**config.mk**
```make
export PLATFORM = sky130hd
export DESIGN_NAME = random_number_register_interface
export DESIGN_NICKNAME = d
export VERILOG_FILES = /design/src/inc/rng_regs_pkg.sv /design/src/rtl/entropy_word_source.sv /design/src/rtl/random_number_register_interface.sv
export SDC_FILE = /design/constraint.sdc
export NUM_CORES = 1
export LEC_CHECK = 0
export ABC_AREA = 1
export BUFFER_PORTS_ARGS = -buffer_cell sky130_fd_sc_hd__buf_2
export CORE_UTILIZATION = 56
export DETAILED_ROUTE_END_ITERATION = 16
export GPL_TIMING_DRIVEN = 0
export PLACE_DENSITY = 0.81
export SYNTH_ARGS = -nofsm -noshare
export SYNTH_HDL_FRONTEND = slang
export SYNTH_SLANG_ARGS = --single-unit
```
**constraint.sdc**
```tcl
create_clock -name sys_clk_in -period 1.42 [get_ports sys_clk_in]
set_input_delay 0.071 -clock sys_clk_in [delete_from_list [all_inputs] [get_ports sys_clk_in]]
set_output_delay 0.071 -clock sys_clk_in [all_outputs]
set_load 0.02 [all_outputs]
```
**src/inc/rng_regs_pkg.sv**
```systemverilog
// Register map, field layout and timing constants of the random number register block.
// Assumes a 32-bit plain register port and one 250 MHz clock.
package rng_regs_pkg;

    localparam int unsigned ADDR_W            = 8;
    localparam int unsigned DATA_W            = 32;

    // Register byte offsets
    localparam logic [7:0]  OFF_GEN_CONTROL   = 8'h00;
    localparam logic [7:0]  OFF_IRQ_EN_SET    = 8'h10;
    localparam logic [7:0]  OFF_IRQ_EN_CLEAR  = 8'h14;
    localparam logic [7:0]  OFF_IRQ_MASK_VIEW = 8'h18;
    localparam logic [7:0]  OFF_IRQ_STATUS    = 8'h1c;
    localparam logic [7:0]  OFF_RANDOM_OUTPUT = 8'h50;

    // Field positions
    localparam int unsigned ENABLE_BIT        = 0;
    localparam int unsigned READY_BIT         = 0;
    localparam int unsigned KEY_LSB           = 8;
    localparam int unsigned KEY_W             = 24;
    localparam logic [23:0] VALID_PASSWORD_VALUE = 24'h524e47;

    // Reset values
    localparam logic [31:0] RANDOM_WORD_RESET = 32'h0000_0000;
    localparam logic        MASK_RESET        = 1'b0;
    localparam logic        READY_RESET       = 1'b0;
    localparam logic        ENABLE_RESET      = 1'b0;

    // Word production period in interface clock cycles
    localparam int unsigned WORD_PERIOD_CYC   = 84;
    localparam int unsigned PERIOD_CNT_W      = 7;
    localparam logic [31:0] LFSR_SEED         = 32'h1d87_2b41;

    // Register port request
    typedef struct packed {
        logic [7:0]  addr;
        logic [31:0] wdata;
        logic        wr;
        logic        rd;
    } reg_req_t;

endpackage

```
**src/rtl/entropy_word_source.sv**
```systemverilog
// Stand-in entropy producer: a free-running 32-bit shift register mixed with an
// external noise bit; emits a completed word every word period while enabled.
// Assumes noise_bit_in is already synchronised to sys_clk_in.
`timescale 1ns/1ps
`default_nettype none
module entropy_word_source
    import rng_regs_pkg::*;
#(
    parameter int unsigned PERIOD = WORD_PERIOD_CYC
) (
    input  wire logic        sys_clk_in,   // Interface clock
    input  wire logic        rst_n_in,     // Async reset, active low
    input  wire logic        run_in,       // Generator enabled
    input  wire logic        noise_bit_in, // Synchronised noise bit
    output logic [31:0]      word_out,     // Completed word
    output logic             word_done_out // One-cycle completion pulse
);
    import rng_regs_pkg::*;

    logic [31:0]             lfsr_r;
    logic [PERIOD_CNT_W-1:0] cnt_r;

    ////////////////////////////////////////////////////////////////
    // Shift register keeps stirring, noise folded into feedback
    always_ff @(posedge sys_clk_in or negedge rst_n_in) begin
        if (!rst_n_in) begin
            lfsr_r <= LFSR_SEED;
        end else begin
            lfsr_r <= {lfsr_r[30:0], lfsr_r[31] ^ lfsr_r[21] ^ lfsr_r[1] ^ lfsr_r[0] ^ noise_bit_in};
        end
    end

    // Period counter, restarts on each disable
    always_ff @(posedge sys_clk_in or negedge rst_n_in) begin
        if (!rst_n_in) begin
            cnt_r <= '0;
        end else if (!run_in || cnt_r == PERIOD_CNT_W'(PERIOD - 1)) begin
            cnt_r <= '0;
        end else begin
            cnt_r <= cnt_r + 1'b1;
        end
    end

    // Word completes on last cycle of each period
    always_ff @(posedge sys_clk_in or negedge rst_n_in) begin
        if (!rst_n_in) begin
            word_out      <= RANDOM_WORD_RESET;
            word_done_out <= 1'b0;
        end else begin
            word_done_out <= run_in && (cnt_r == PERIOD_CNT_W'(PERIOD - 1));
            if (run_in && cnt_r == PERIOD_CNT_W'(PERIOD - 1)) begin
                word_out <= lfsr_r;
            end
        end
    end
endmodule
`default_nettype wire

```
**src/rtl/random_number_register_interface.sv**
```systemverilog
// Software register interface of the random number generator: key-protected
// enable, data-ready mask, read-clear status and the output word.
// Assumes a single-cycle strobe master on the same clock; noise pin is asynchronous.
`timescale 1ns/1ps
`default_nettype none
module random_number_register_interface
    import rng_regs_pkg::*;
(
    input  wire logic                 sys_clk_in,   // 250 MHz clock
    input  wire logic                 rst_n_in,     // Async reset, active low
    input  wire rng_regs_pkg::reg_req_t req_in,     // Register request
    input  wire logic                 noise_pin_in, // Raw noise pin
    output logic [31:0]               rdata_out,    // Read data, cycle after strobe
    output logic                      irq_out,      // Data-ready interrupt
    output logic                      running_out   // Generator enabled
);
    import rng_regs_pkg::*;

    logic        enable_r;
    logic        mask_r;
    logic        ready_r;
    logic [31:0] random_word_r;
    logic [31:0] rdata_nxt;
    logic        noise_s1_r;
    logic        noise_s2_r;
    logic [31:0] src_word;
    logic        src_done;
    logic        key_ok;
    logic        status_rd;

    ////////////////////////////////////////////////////////////////
    // Noise pin synchroniser
    always_ff @(posedge sys_clk_in or negedge rst_n_in) begin
        if (!rst_n_in) begin
            noise_s1_r <= 1'b0;
            noise_s2_r <= 1'b0;
        end else begin
            noise_s1_r <= noise_pin_in;
            noise_s2_r <= noise_s1_r;
        end
    end

    // Word producer
    entropy_word_source #(
        .PERIOD        (WORD_PERIOD_CYC)
    ) u_source (
        .sys_clk_in    (sys_clk_in),
        .rst_n_in      (rst_n_in),
        .run_in        (enable_r),
        .noise_bit_in  (noise_s2_r),
        .word_out      (src_word),
        .word_done_out (src_done)
    );

    ////////////////////////////////////////////////////////////////
    // Decode helpers
    assign key_ok    = (req_in.wdata[KEY_LSB +: KEY_W] == VALID_PASSWORD_VALUE);
    assign status_rd = req_in.rd && (req_in.addr == OFF_IRQ_STATUS);

    // Keyed enable
    always_ff @(posedge sys_clk_in or negedge rst_n_in) begin
        if (!rst_n_in) begin
            enable_r <= ENABLE_RESET;
        end else if (req_in.wr && req_in.addr == OFF_GEN_CONTROL && key_ok) begin
            enable_r <= req_in.wdata[ENABLE_BIT];
        end
    end

    // Ready mask, set and clear registers
    always_ff @(posedge sys_clk_in or negedge rst_n_in) begin
        if (!rst_n_in) begin
            mask_r <= MASK_RESET;
        end else if (req_in.wr && req_in.addr == OFF_IRQ_EN_SET && req_in.wdata[READY_BIT]) begin
            mask_r <= 1'b1;
        end else if (req_in.wr && req_in.addr == OFF_IRQ_EN_CLEAR && req_in.wdata[READY_BIT]) begin
            mask_r <= 1'b0;
        end
    end

    // Output word capture
    always_ff @(posedge sys_clk_in or negedge rst_n_in) begin
        if (!rst_n_in) begin
            random_word_r <= RANDOM_WORD_RESET;
        end else if (src_done) begin
            random_word_r <= src_word;
        end
    end

    // Ready flag: new word wins over a clearing read
    always_ff @(posedge sys_clk_in or negedge rst_n_in) begin
        if (!rst_n_in) begin
            ready_r <= READY_RESET;
        end else if (!enable_r) begin
            ready_r <= 1'b0;
        end else if (src_done) begin
            ready_r <= 1'b1;
        end else if (status_rd) begin
            ready_r <= 1'b0;
        end
    end

    ////////////////////////////////////////////////////////////////
    // Read mux, unmapped and write-only offsets read zero
    always_comb begin
        rdata_nxt = 32'h0000_0000;
        if (req_in.rd) begin
            case (req_in.addr)
                OFF_IRQ_MASK_VIEW: rdata_nxt[READY_BIT] = mask_r;
                OFF_IRQ_STATUS:    rdata_nxt[READY_BIT] = ready_r && enable_r;
                OFF_RANDOM_OUTPUT: rdata_nxt = random_word_r;
                default:           rdata_nxt = 32'h0000_0000;
            endcase
        end
    end

    // Read data registered, valid only the cycle after the strobe
    always_ff @(posedge sys_clk_in or negedge rst_n_in) begin
        if (!rst_n_in) begin
            rdata_out <= 32'h0000_0000;
        end else begin
            rdata_out <= rdata_nxt;
        end
    end

    // Interrupt and status outputs
    // Gated by enable so a disable drops the line at once, not one cycle late
    assign irq_out     = ready_r && mask_r && enable_r;
    assign running_out = enable_r;
endmodule
`default_nettype wire

```
Word-level counts from Yosys, hierarchy flattened. Cells that the tools add are included.

Register bits: 141. Bits of input ports: 45.

$add $sub $neg: 1. Equal/unequal tests: 8. Multiplexer cells: 9. Bitwise logic cells: 4. Reductions and logical operators: 15.

Operators by type and width (count): 8-bit by 5-bit == test with 1-bit output, second input constant (4); 32-bit 2-to-1 mux (1); 31-bit 2-to-1 mux (1); 24-bit by 23-bit == test with 1-bit output, second input constant (1); 1-bit logical AND (11); 8-bit by 7-bit == test with 1-bit output, second input constant (1); 8-bit logical NOT (1); 7-bit by 1-bit adder with 7-bit output, second input constant (1); 7-bit == test, second input constant (1); 7-bit 2-to-1 mux (1); 1-bit 2-to-1 mux (5); 1-bit XOR (4); 3-bit by 1-bit != test with 1-bit output, second input constant (1); 1-bit one-hot mux with 3 select lines (1); 2-bit nonzero test (1); 1-bit logical NOT (1); 1-bit logical OR (1).

Longest topological paths before layout. Gate-level depths: netlist of the first run.

Depth after elaboration: 5. Gate-level depth with buffers: 8. Mapped depth without buffers: 8.

Cells and area by module. Synthesis of the first run repeated with hierarchy kept, for this count alone.

Cell total of the unflattened synthesis: 528. Area total of the unflattened synthesis: 5371.4 um^2.

Modules (own cells, without submodules): random_number_register_interface (times used 1, cells each 292, area an instance 2756.4 um^2); entropy_word_source (times used 1, cells each 236, area an instance 2615.0 um^2).

Least setup slack after synthesis of the first run. Ideal clock, no wire load.

Path type: register to register. Start: register u_source.cnt_r[0]. End: register u_source.word_out[1]. Library setup time: 0.117 ns. Data arrival time: 1.180 ns. Data required time: 1.303 ns. Path slack: 0.123 ns. Cell stages (with the launch flop): 8. Buffers on the path: 1. Clock period less this slack: 1.297 ns. Cell sequence: dfrtp_1 > ha_1 > inv_2 > nor3_2 > nand3_2 > buf_2 > nand2_1 > nand2_1.

Word-level cells in the longest chain between the ends: 2.

Ends and longest elaborated chain: start, declared (line entropy_word_source.sv:21) `logic [PERIOD_CNT_W-1:0] cnt_r;`; start signal, assigned (line entropy_word_source.sv:40) `cnt_r <= cnt_r + 1'b1;`; 7-bit == test (line entropy_word_source.sv:51) `if (run_in && cnt_r == PERIOD_CNT_W'(PERIOD - 1)) begin`; 1-bit logical AND (line entropy_word_source.sv:51); end signal, assigned (line entropy_word_source.sv:52) `word_out <= lfsr_r;`; end, declared (line entropy_word_source.sv:15) `output logic [31:0] word_out,`.

No other way between the ends. A chain may end at the register's enable or synchronous reset.

Final worst setup path of the first run.
Start: input req_in[38] (netlist name). End: register enable_r (netlist: running_out).

Word-level cells in the longest chain between the ends: 3.

Ends and longest elaborated chain: start, declared (line random_number_register_interface.sv:11) `input wire rng_regs_pkg::reg_req_t req_in,`; 8-bit logical NOT (line random_number_register_interface.sv:64) `end else if (req_in.wr && req_in.addr == OFF_GEN_CONTROL && key_ok) begin`; 1-bit logical AND (2 in a row) (line random_number_register_interface.sv:64); end signal, assigned (line random_number_register_interface.sv:65) `enable_r <= req_in.wdata[ENABLE_BIT];`; end, declared (line random_number_register_interface.sv:19) `logic enable_r;`.

No other way between the ends.

==> Flow_metrics.wiki, run 1 <==
{| class="wikitable"
! Metric !! Value
|-
| Run status || complete, but fails checks
|-
| Violations in the final reports || setup timing
|-
| Required @ worst endpoint || 1.87 ns
|-
| Shortest period the worst path allows || 1.54 ns
|-
| Mapped cell area || 0.00506 mm^2
|-
| Crit path capture type || flip-flop
|-
| Full die area || ~0.0094 mm^2
|-
| Sequential-to-total area share from yosys stat || approximately 70%
|-
| Number of buffers created by CTS || 17
|-
| Type of the setup path with the least slack || in -> reg
|-
| Residual DRC count || 0
|-
| HPWL Detailed || approximately 6000 um
|-
| Leak pwr || 3.30 nW
|-
| Total global-route track usage || 25.1%
|-
| Worst reg2reg startpoint || u_source.cnt_r[1]
|-
| DP Worst Slack || -0.0705 ns
|-
| Post-Syn Nets || ~550
|-
| Total count of max-transition violations in the final report || 0
|-
| Number of max-capacitance violations reported || 0
|-
| Vias/cell || 5.15
|-
| Clock sink count || 141
|-
| Final worst-path setup slack || -0.122 ns
|-
| Most area-hungry cell type in the Yosys netlist || dfrtp_1
|-
| Vertical die dimension || between 90 and 100 um
|-
| Most common cell after layout, fill and taps aside || nand2_1
|-
| H-tree levels || 4
|-
| Number of diodes || 0
|-
| RD Place Congestion || 0.797
|-
| Maximum clock skew at final layout || roughly 0.0068 ns
|-
| Placeable core area || 0.00872 mm^2
|-
| DR WL/cell || about 15 um
|-
| Fraction of final layout cells with drive strength greater than 1 || between 20% and 30%
|-
| RSZ-0062 raised after global routing || true
|-
| Total wire length after detailed routing || around 11000 um
|-
| Worst min-delay path class || in -> async
|-
| IR drop worst, VDD || 0.000862 V
|-
| Worst hold slack || 0.0270 ns
|-
| Worst skew pair latency || 0.52 ns
|-
| Endpoints failing hold || 0
|-
| Standard-cell rows || 34
|-
| Synthesis-stage register bit count || 141
|-
| Cell total after placement || 681
|-
| Commonest cells after routing, fill and taps aside || nand2_1 (159), dfrtp_1 (126), buf_2 (72)
|-
| Post-detailed-placement cell area || 0.00558 mm^2
|-
| IO Port Bufs || 71
|-
| Post-Layout Inst Area || 0.00652 mm^2
|-
| TritonCTS clock tree || yes
|-
| Reg-to-reg slack, setup || -0.09 ns
|-
| Synth area leaders || dfrtp_1 (63%), nand2_1 (12%), dfstp_2 (7.3%)
|-
| Synth unique cells || 25
|-
| Post-route antenna net violation count || 0
|-
| Final cell count without fillers || 738
|-
| Initial antenna violation count || 0
|-
| Overall die width || roughly 97 um
|-
| Drt pass-1 iters || 4
|-
| Startpoint type of the worst setup path || input pin
|-
| Mean post-synth cell area || ~10 um^2
|-
| Total congestion overflow after global routing || 0
|-
| Initial DRC count || 215
|-
| Synth-to-Final Area Change || 28.9%
|-
| Maximum achievable frequency || 649 MHz
|-
| Filler cell count || 500
|-
| Reg2reg end || u_source.word_out[22]
|-
| Clock root cell || clkbuf_8
|-
| Utilization after layout || between 70 and 80%
|-
| Number of global-route vias before repair || around 4.0k
|-
| Arrival time of the worst setup path || 1.99 ns
|-
| Power per Cell Area || 1490 mW/mm^2
|-
| Worst-path maximum fanout || 2
|-
| Warnings from Yosys || 0
|-
| Slew at the pin closest to its max-slew limit || 0.512 ns
|-
| Clk buf depth || 2
|-
| Final #Nets || 664
|-
| Final critical-path share of the clock period || 109%
|-
| Worst Reg-to-Reg Cells || 8
|-
| Initial core utilization || 58.0%
|-
| Top-area cell type share of the netlist area || between 60 and 70%
|-
| Global-route wire length before repair || 18300 um
|-
| Worst slew margin || 65.8%
|-
| Clock transition at path regs || 0.06 ns
|-
| Number of instances in the synthesized netlist || 501
|-
| Count of endpoints failing setup in the final report || 32
|-
| Largest net degree at the start of global routing || 108
|-
| Total vias in the final route || 3804
|-
| I/O pin cnt || 79
|}
[layer usage]
metal | track usage [%] | share of wire, %
met3 | 7.48 | 5.0
met2 | 43.1 | 52
met1 | 28.9 | 39
met4 | 12.2 | 3.2
met5 | 0 | 0
[flip-flops by register name, indices dropped and copies added, names as in the netlist]
register / flops
random_word_r: 32
rdata_out: 32
u_source.lfsr_r: 32
u_source.word_out: 32
u_source.cnt_r: 7
mask_r: 1
noise_s1_r: 1
noise_s2_r: 1
ready_r: 1
running_out: 1
u_source.word_done_out: 1
[kinds of logic (layout without fill, tap and decap cells)]
| logic type | count (synthesis) | in the layout | share of synthesized area, % |
|---|---|---|---|
| adder cells (fa/ha/maj) | 1 | 1 | 0.247 |
| XOR/XNOR | 5 | 5 | 0.866 |
| flip-flops | 141 | 141 | 70.1 |
| AO/OA/AOI/OAI | 36 | 36 | 3.61 |
| buffers and inverters | 75 | 204 | 6.18 |
| AND/OR/NAND/NOR | 243 | 243 | 19.0 |
[repair_timing]
action | CTS | global route
hold buffers | 20 | 0
setup endpoints to repair | 40 | 51
pin swaps | 3 | 6
resized for setup | 14 | 21
setup buffers | 5 | 3
hold endpoints to repair | 133 | 0
[critical path, cell delays in order]
cell and delay (ns):
buf_2 0.12, dlygate4sd3_1 0.58, nor2_1 0.12, nand3_1 0.17, nor3_4 0.20, nand3_1 0.09
dlygate4sd3_1 0.56, nand2_1 0.08
[report_power, final]
group | switching, mW | leakage, nW | total (mW) | internal (mW)
Sequential | 0.320 | 1.87 | 4.97 | 4.65
Combinational | 0.217 | 1.15 | 0.375 | 0.158
Clock | 1.61 | 0.280 | 4.36 | 2.76
Total | 2.14 | 3.30 | 9.71 | 7.56
[cells in the mapped netlist]
master,n
buf_6,3
nand3_1,9
nand2_1,160
nand4_1,1
nor4_1,1
clkinv_2,1
nor2_1,62
nor3b_1,1
a21oi_1,1
nand3b_1,1
xor2_1,2
nand3_2,1
inv_1,57
o21ai_0,34
ha_1,1
clkbuf_1,7
nor3_1,4
or2_1,1
xnor2_1,3
buf_2,6
dfrtp_1,127
inv_2,1
nor3_2,2
a21boi_0,1
dfstp_2,14
[stage by stage]
step | power, mW | setup TNS [ns]
after floorplan | 5.05 | 0
after global placement | 5.26 | -202.51
after detailed placement | 5.33 | -1.17
after CTS | 9.73 | -0.0278
after global routing | 10.0 | -2.93
final | 9.71 | -1.57
[worst max-delay path by stage]
stage | to | start | cells past startpoint | slack, ns
floorplan | u_source.word_out[1] | u_source.cnt_r[0] | 7 | 0.12
global placement | rdata_out[13] | rst_n_in | 1 | -1.52
detailed placement | u_source.word_out[2] | u_source.cnt_r[0] | 8 | -0.07
CTS | u_source.word_out[2] | u_source.cnt_r[0] | 8 | -0.02
global route | u_source.word_out[22] | u_source.cnt_r[1] | 8 | -0.13
finish | running_out | req_in[38] | 8 | -0.12
[area by class of cell]
class	count	area, um^2	share of cell area (%)
Clock inverter	10	140	2.15
Multi-Input combinational cell	285	1260	19.3
Sequential cell	141	3550	54.4
Clock buffer	21	449	6.89
Tap cell	108	135	2.07
Buffer	16	128	1.96
Inverter	59	226	3.47
Timing Repair Buffer	98	634	9.73
Note: power is estimated with default switching activity, not from simulation.
==> run 2, diff against run 1 <==
--- a/config.mk
+++ b/config.mk
@@ -7,10 +7,11 @@
 export LEC_CHECK = 0
 export ABC_AREA = 1
 export BUFFER_PORTS_ARGS = -buffer_cell sky130_fd_sc_hd__buf_2
-export CORE_UTILIZATION = 56
+export CORE_ASPECT_RATIO = 0.75
+export CORE_UTILIZATION = 30
 export DETAILED_ROUTE_END_ITERATION = 16
 export GPL_TIMING_DRIVEN = 0
-export PLACE_DENSITY = 0.81
+export PLACE_DENSITY = 0.5
 export SYNTH_ARGS = -nofsm -noshare
 export SYNTH_HDL_FRONTEND = slang
 export SYNTH_SLANG_ARGS = --single-unit
==> run 2 against run 1 <==
The run ends with DRC left. Sequential power is 1% lower. Final cell count is 12% higher. Clock-buffer cell count is 1 lower. Routed wire length is 16% lower. Non-clock buffer count is 15 lower. Largest cell class unchanged. Sequential share of layout area is 0.052 points higher. Clock power is 4% higher. Setup slack better by 0.17 ns. Highest routed layer unchanged.
==> Flow_metrics.wiki, run 2 (synthesis gave the netlist of run 1 again) <==
{| class="wikitable"
! Metric !! Value
|-
| Overall die width || 152 um (+57%)
|-
| Shortest period the worst path allows || 1.37 ns (-0.169 ns)
|-
| Total global-route track usage || 12.4% (-13 points)
|-
| Violations in the final reports || DRC
|-
| Largest net degree at the start of global routing || 84 (-22%)
|-
| Type of the setup path with the least slack || reg -> reg
|-
| Clk buf depth || 2 (unchanged)
|-
| Maximum clock skew at final layout || 0.00554 ns (-0.00125 ns)
|-
| TritonCTS clock tree || yes
|-
| RD Place Congestion || 0.757 (-5.1%)
|-
| Count of endpoints failing setup in the final report || 0 (-100%)
|-
| Cells on Worst Hold Path || 5
|-
| Endpoints failing hold || 0 (unchanged)
|-
| Post-detailed-placement cell area || 0.00571 mm^2 (+2.3%)
|-
| Commonest cells after routing, fill and taps aside || nand2_1 (159), dfrtp_1 (126), buf_2 (72)
|-
| Filler cell count || 1573 (+210%)
|-
| Worst hold slack || 0.0325 ns (+0.00546 ns)
|-
| Leak pwr || 3.26 nW (-1.4%)
|-
| Power per Cell Area || 1500 mW/mm^2 (+0.73%)
|-
| IR drop worst, VDD || 0.000744 V (-14%)
|-
| Worst Reg-to-Reg Cells || 8 (unchanged)
|-
| Fraction of final layout cells with drive strength greater than 1 || 23.4% (-0.91 points)
|-
| Total area of sequential cells || 0.00355 mm^2 (unchanged)
|-
| Initial core utilization || 31.1% (-27 points)
|-
| Post-route antenna net violation count || 0 (unchanged)
|-
| Final cell count without fillers || 826 (+12%)
|-
| Vias/cell || 4.15 (-20%)
|-
| Standard-cell rows || 40 (+18%)
|-
| Total power || 9.77 mW (+0.64%)
|-
| Final critical-path share of the clock period || 96.7% (-12 points)
|-
| Slew at the pin closest to its max-slew limit || 0.756 ns (+0.244 ns)
|-
| Number of global-route vias before repair || 3581 (-10%)
|-
| Total count of max-transition violations in the final report || 0 (unchanged)
|-
| Clock root cell || clkbuf_16
|-
| Total wire length after detailed routing || 9400 um (-16%)
|-
| Number of diodes || 0 (unchanged)
|-
| Vertical die dimension || 114 um (+18%)
|-
| Post-Layout Inst Area || 0.00652 mm^2 (about the same)
|-
| DR WL/cell || 11.4 um (-25%)
|-
| Arrival time of the worst setup path || 1.73 ns (-0.26 ns)
|-
| Clock sink count || 141 (unchanged)
|-
| Final #Nets || 649 (-2.3%)
|-
| Full die area || 0.0174 mm^2 (+85%)
|-
| Placeable core area || 0.0163 mm^2 (+87%)
|-
| Total vias in the final route || 3427 (-9.9%)
|-
| Worst-path maximum fanout || 10 (+8)
|-
| Most common cell after layout, fill and taps aside || nand2_1
|-
| Multi-input gate area in the final layout || 0.00123 mm^2 (-2.1%)
|-
| Residual DRC count || 6 (+6)
|-
| I/O pin cnt || 79 (unchanged)
|-
| Initial DRC count || 144 (-33%)
|-
| Clock transition at path regs || 0.06 ns (about the same)
|-
| Number of max-capacitance violations reported || 0 (unchanged)
|-
| Worst slew margin || 49.6% (-16 points)
|-
| Total congestion overflow after global routing || 0 (unchanged)
|-
| Crit path capture type || flip-flop
|-
| RSZ-0062 raised after global routing || true
|-
| Synth-to-Final Area Change || 28.8% (about the same)
|-
| Maximum achievable frequency || 728 MHz (+12%)
|-
| Utilization after layout || 40.1% (-35 points)
|-
| Required @ worst endpoint || 1.77 ns (-0.10 ns)
|-
| Worst min-delay path class || in -> reg
|-
| Run status || complete, but fails checks
|-
| Drt pass-1 iters || 12 (+8)
|-
| Number of buffers created by CTS || 17 (unchanged)
|-
| H-tree levels || 4 (unchanged)
|-
| Global-route wire length before repair || 16700 um (-9.1%)
|-
| IO Port Bufs || 71 (unchanged)
|-
| Cell total after placement || 783 (+15%)
|-
| HPWL Detailed || 6120 um (+2.6%)
|-
| Worst skew pair latency || 0.42 ns (-0.10 ns)
|-
| Startpoint type of the worst setup path || flip-flop
|-
| Initial antenna violation count || 0 (unchanged)
|}
## run 2: changes by cell type in the layout (fill, tap and decap cells not counted), moves of 3 or more
cell | before | now
buf_6 | 4 | 7
clkinv_2 | 2 | 5
dlygate4sd3_1 | 19 | 8
clkbuf_8 | 3 | 0
buf_4 | 8 | 2
## run 2: what timing repair did
action	4_1_cts	5_1_grt
cloned	0	1
endpoints found under the setup margin	31	89
buffers inserted	1	1
gates resized for setup	12	21
pin swaps	2	4
endpoints found under the hold margin	82	0
hold buffers	8	0
## run 2: area by class of cell
class,instances,share of cell area (%)
Clock buffer,20,6.70
Sequential cell,141,54.4
Inverter,59,3.48
Multi-Input combinational cell,285,19.0
Tap cell,210,4.03
Timing Repair Buffer,83,7.82
Clock inverter,12,2.61
Buffer,16,1.96
## run 2: worst max-delay path, stage by stage, from the launching register on
cell and delay, ns:
dfrtp_1 0.40, ha_4 0.16, inv_2 0.04, nor3_4 0.16
nand3_4 0.16, clkinv_4 0.13, buf_6 0.15, nand2_1 0.06
nand2_1 0.06
## run 2: path summary, 6_finish.rpt
kind,end,slack [ns],start
setup / recovery,u_source.word_out[15],0.05,u_source.cnt_r[0]
hold / removal,mask_r,0.03,req_in[37]
setup reg to reg,u_source.word_out[15],0.05,u_source.cnt_r[0]
hold reg to reg,noise_s2_r,0.36,noise_s1_r
max in group asynchronous,u_source.lfsr_r[8],0.35,rst_n_in
min in group asynchronous,rdata_out[26],0.27,rst_n_in
## run 2: power by group
group | total [mW] | internal, mW | switching, mW
Clock | 4.52 | 2.92 | 1.60
Combinational | 0.326 | 0.142 | 0.184
Sequential | 4.92 | 4.64 | 0.278
## run 2: metal layers
layer | vias up | track usage (%) | wire (um)
met4 | 0 | 8.71 | 244
met2 | 45 | 19.0 | 4350
li1 | 1722 | - | -
met3 | 22 | 3.52 | 373
met5 | - | 0 | 0
met1 | 1638 | 15.3 | 4430
## run 2: per-stage QoR
| stage | setup TNS, ns | worst slack, ns |
|---|---|---|
| final | 0 | 0.0471 |
| after detailed placement | -2.00 | -0.0832 |
| after CTS | 0 | 0.000236 |
| after floorplan | 0 | 0.123 |
| after global routing | -1.71 | -0.0867 |
| after global placement | -218.09 | -1.63 |
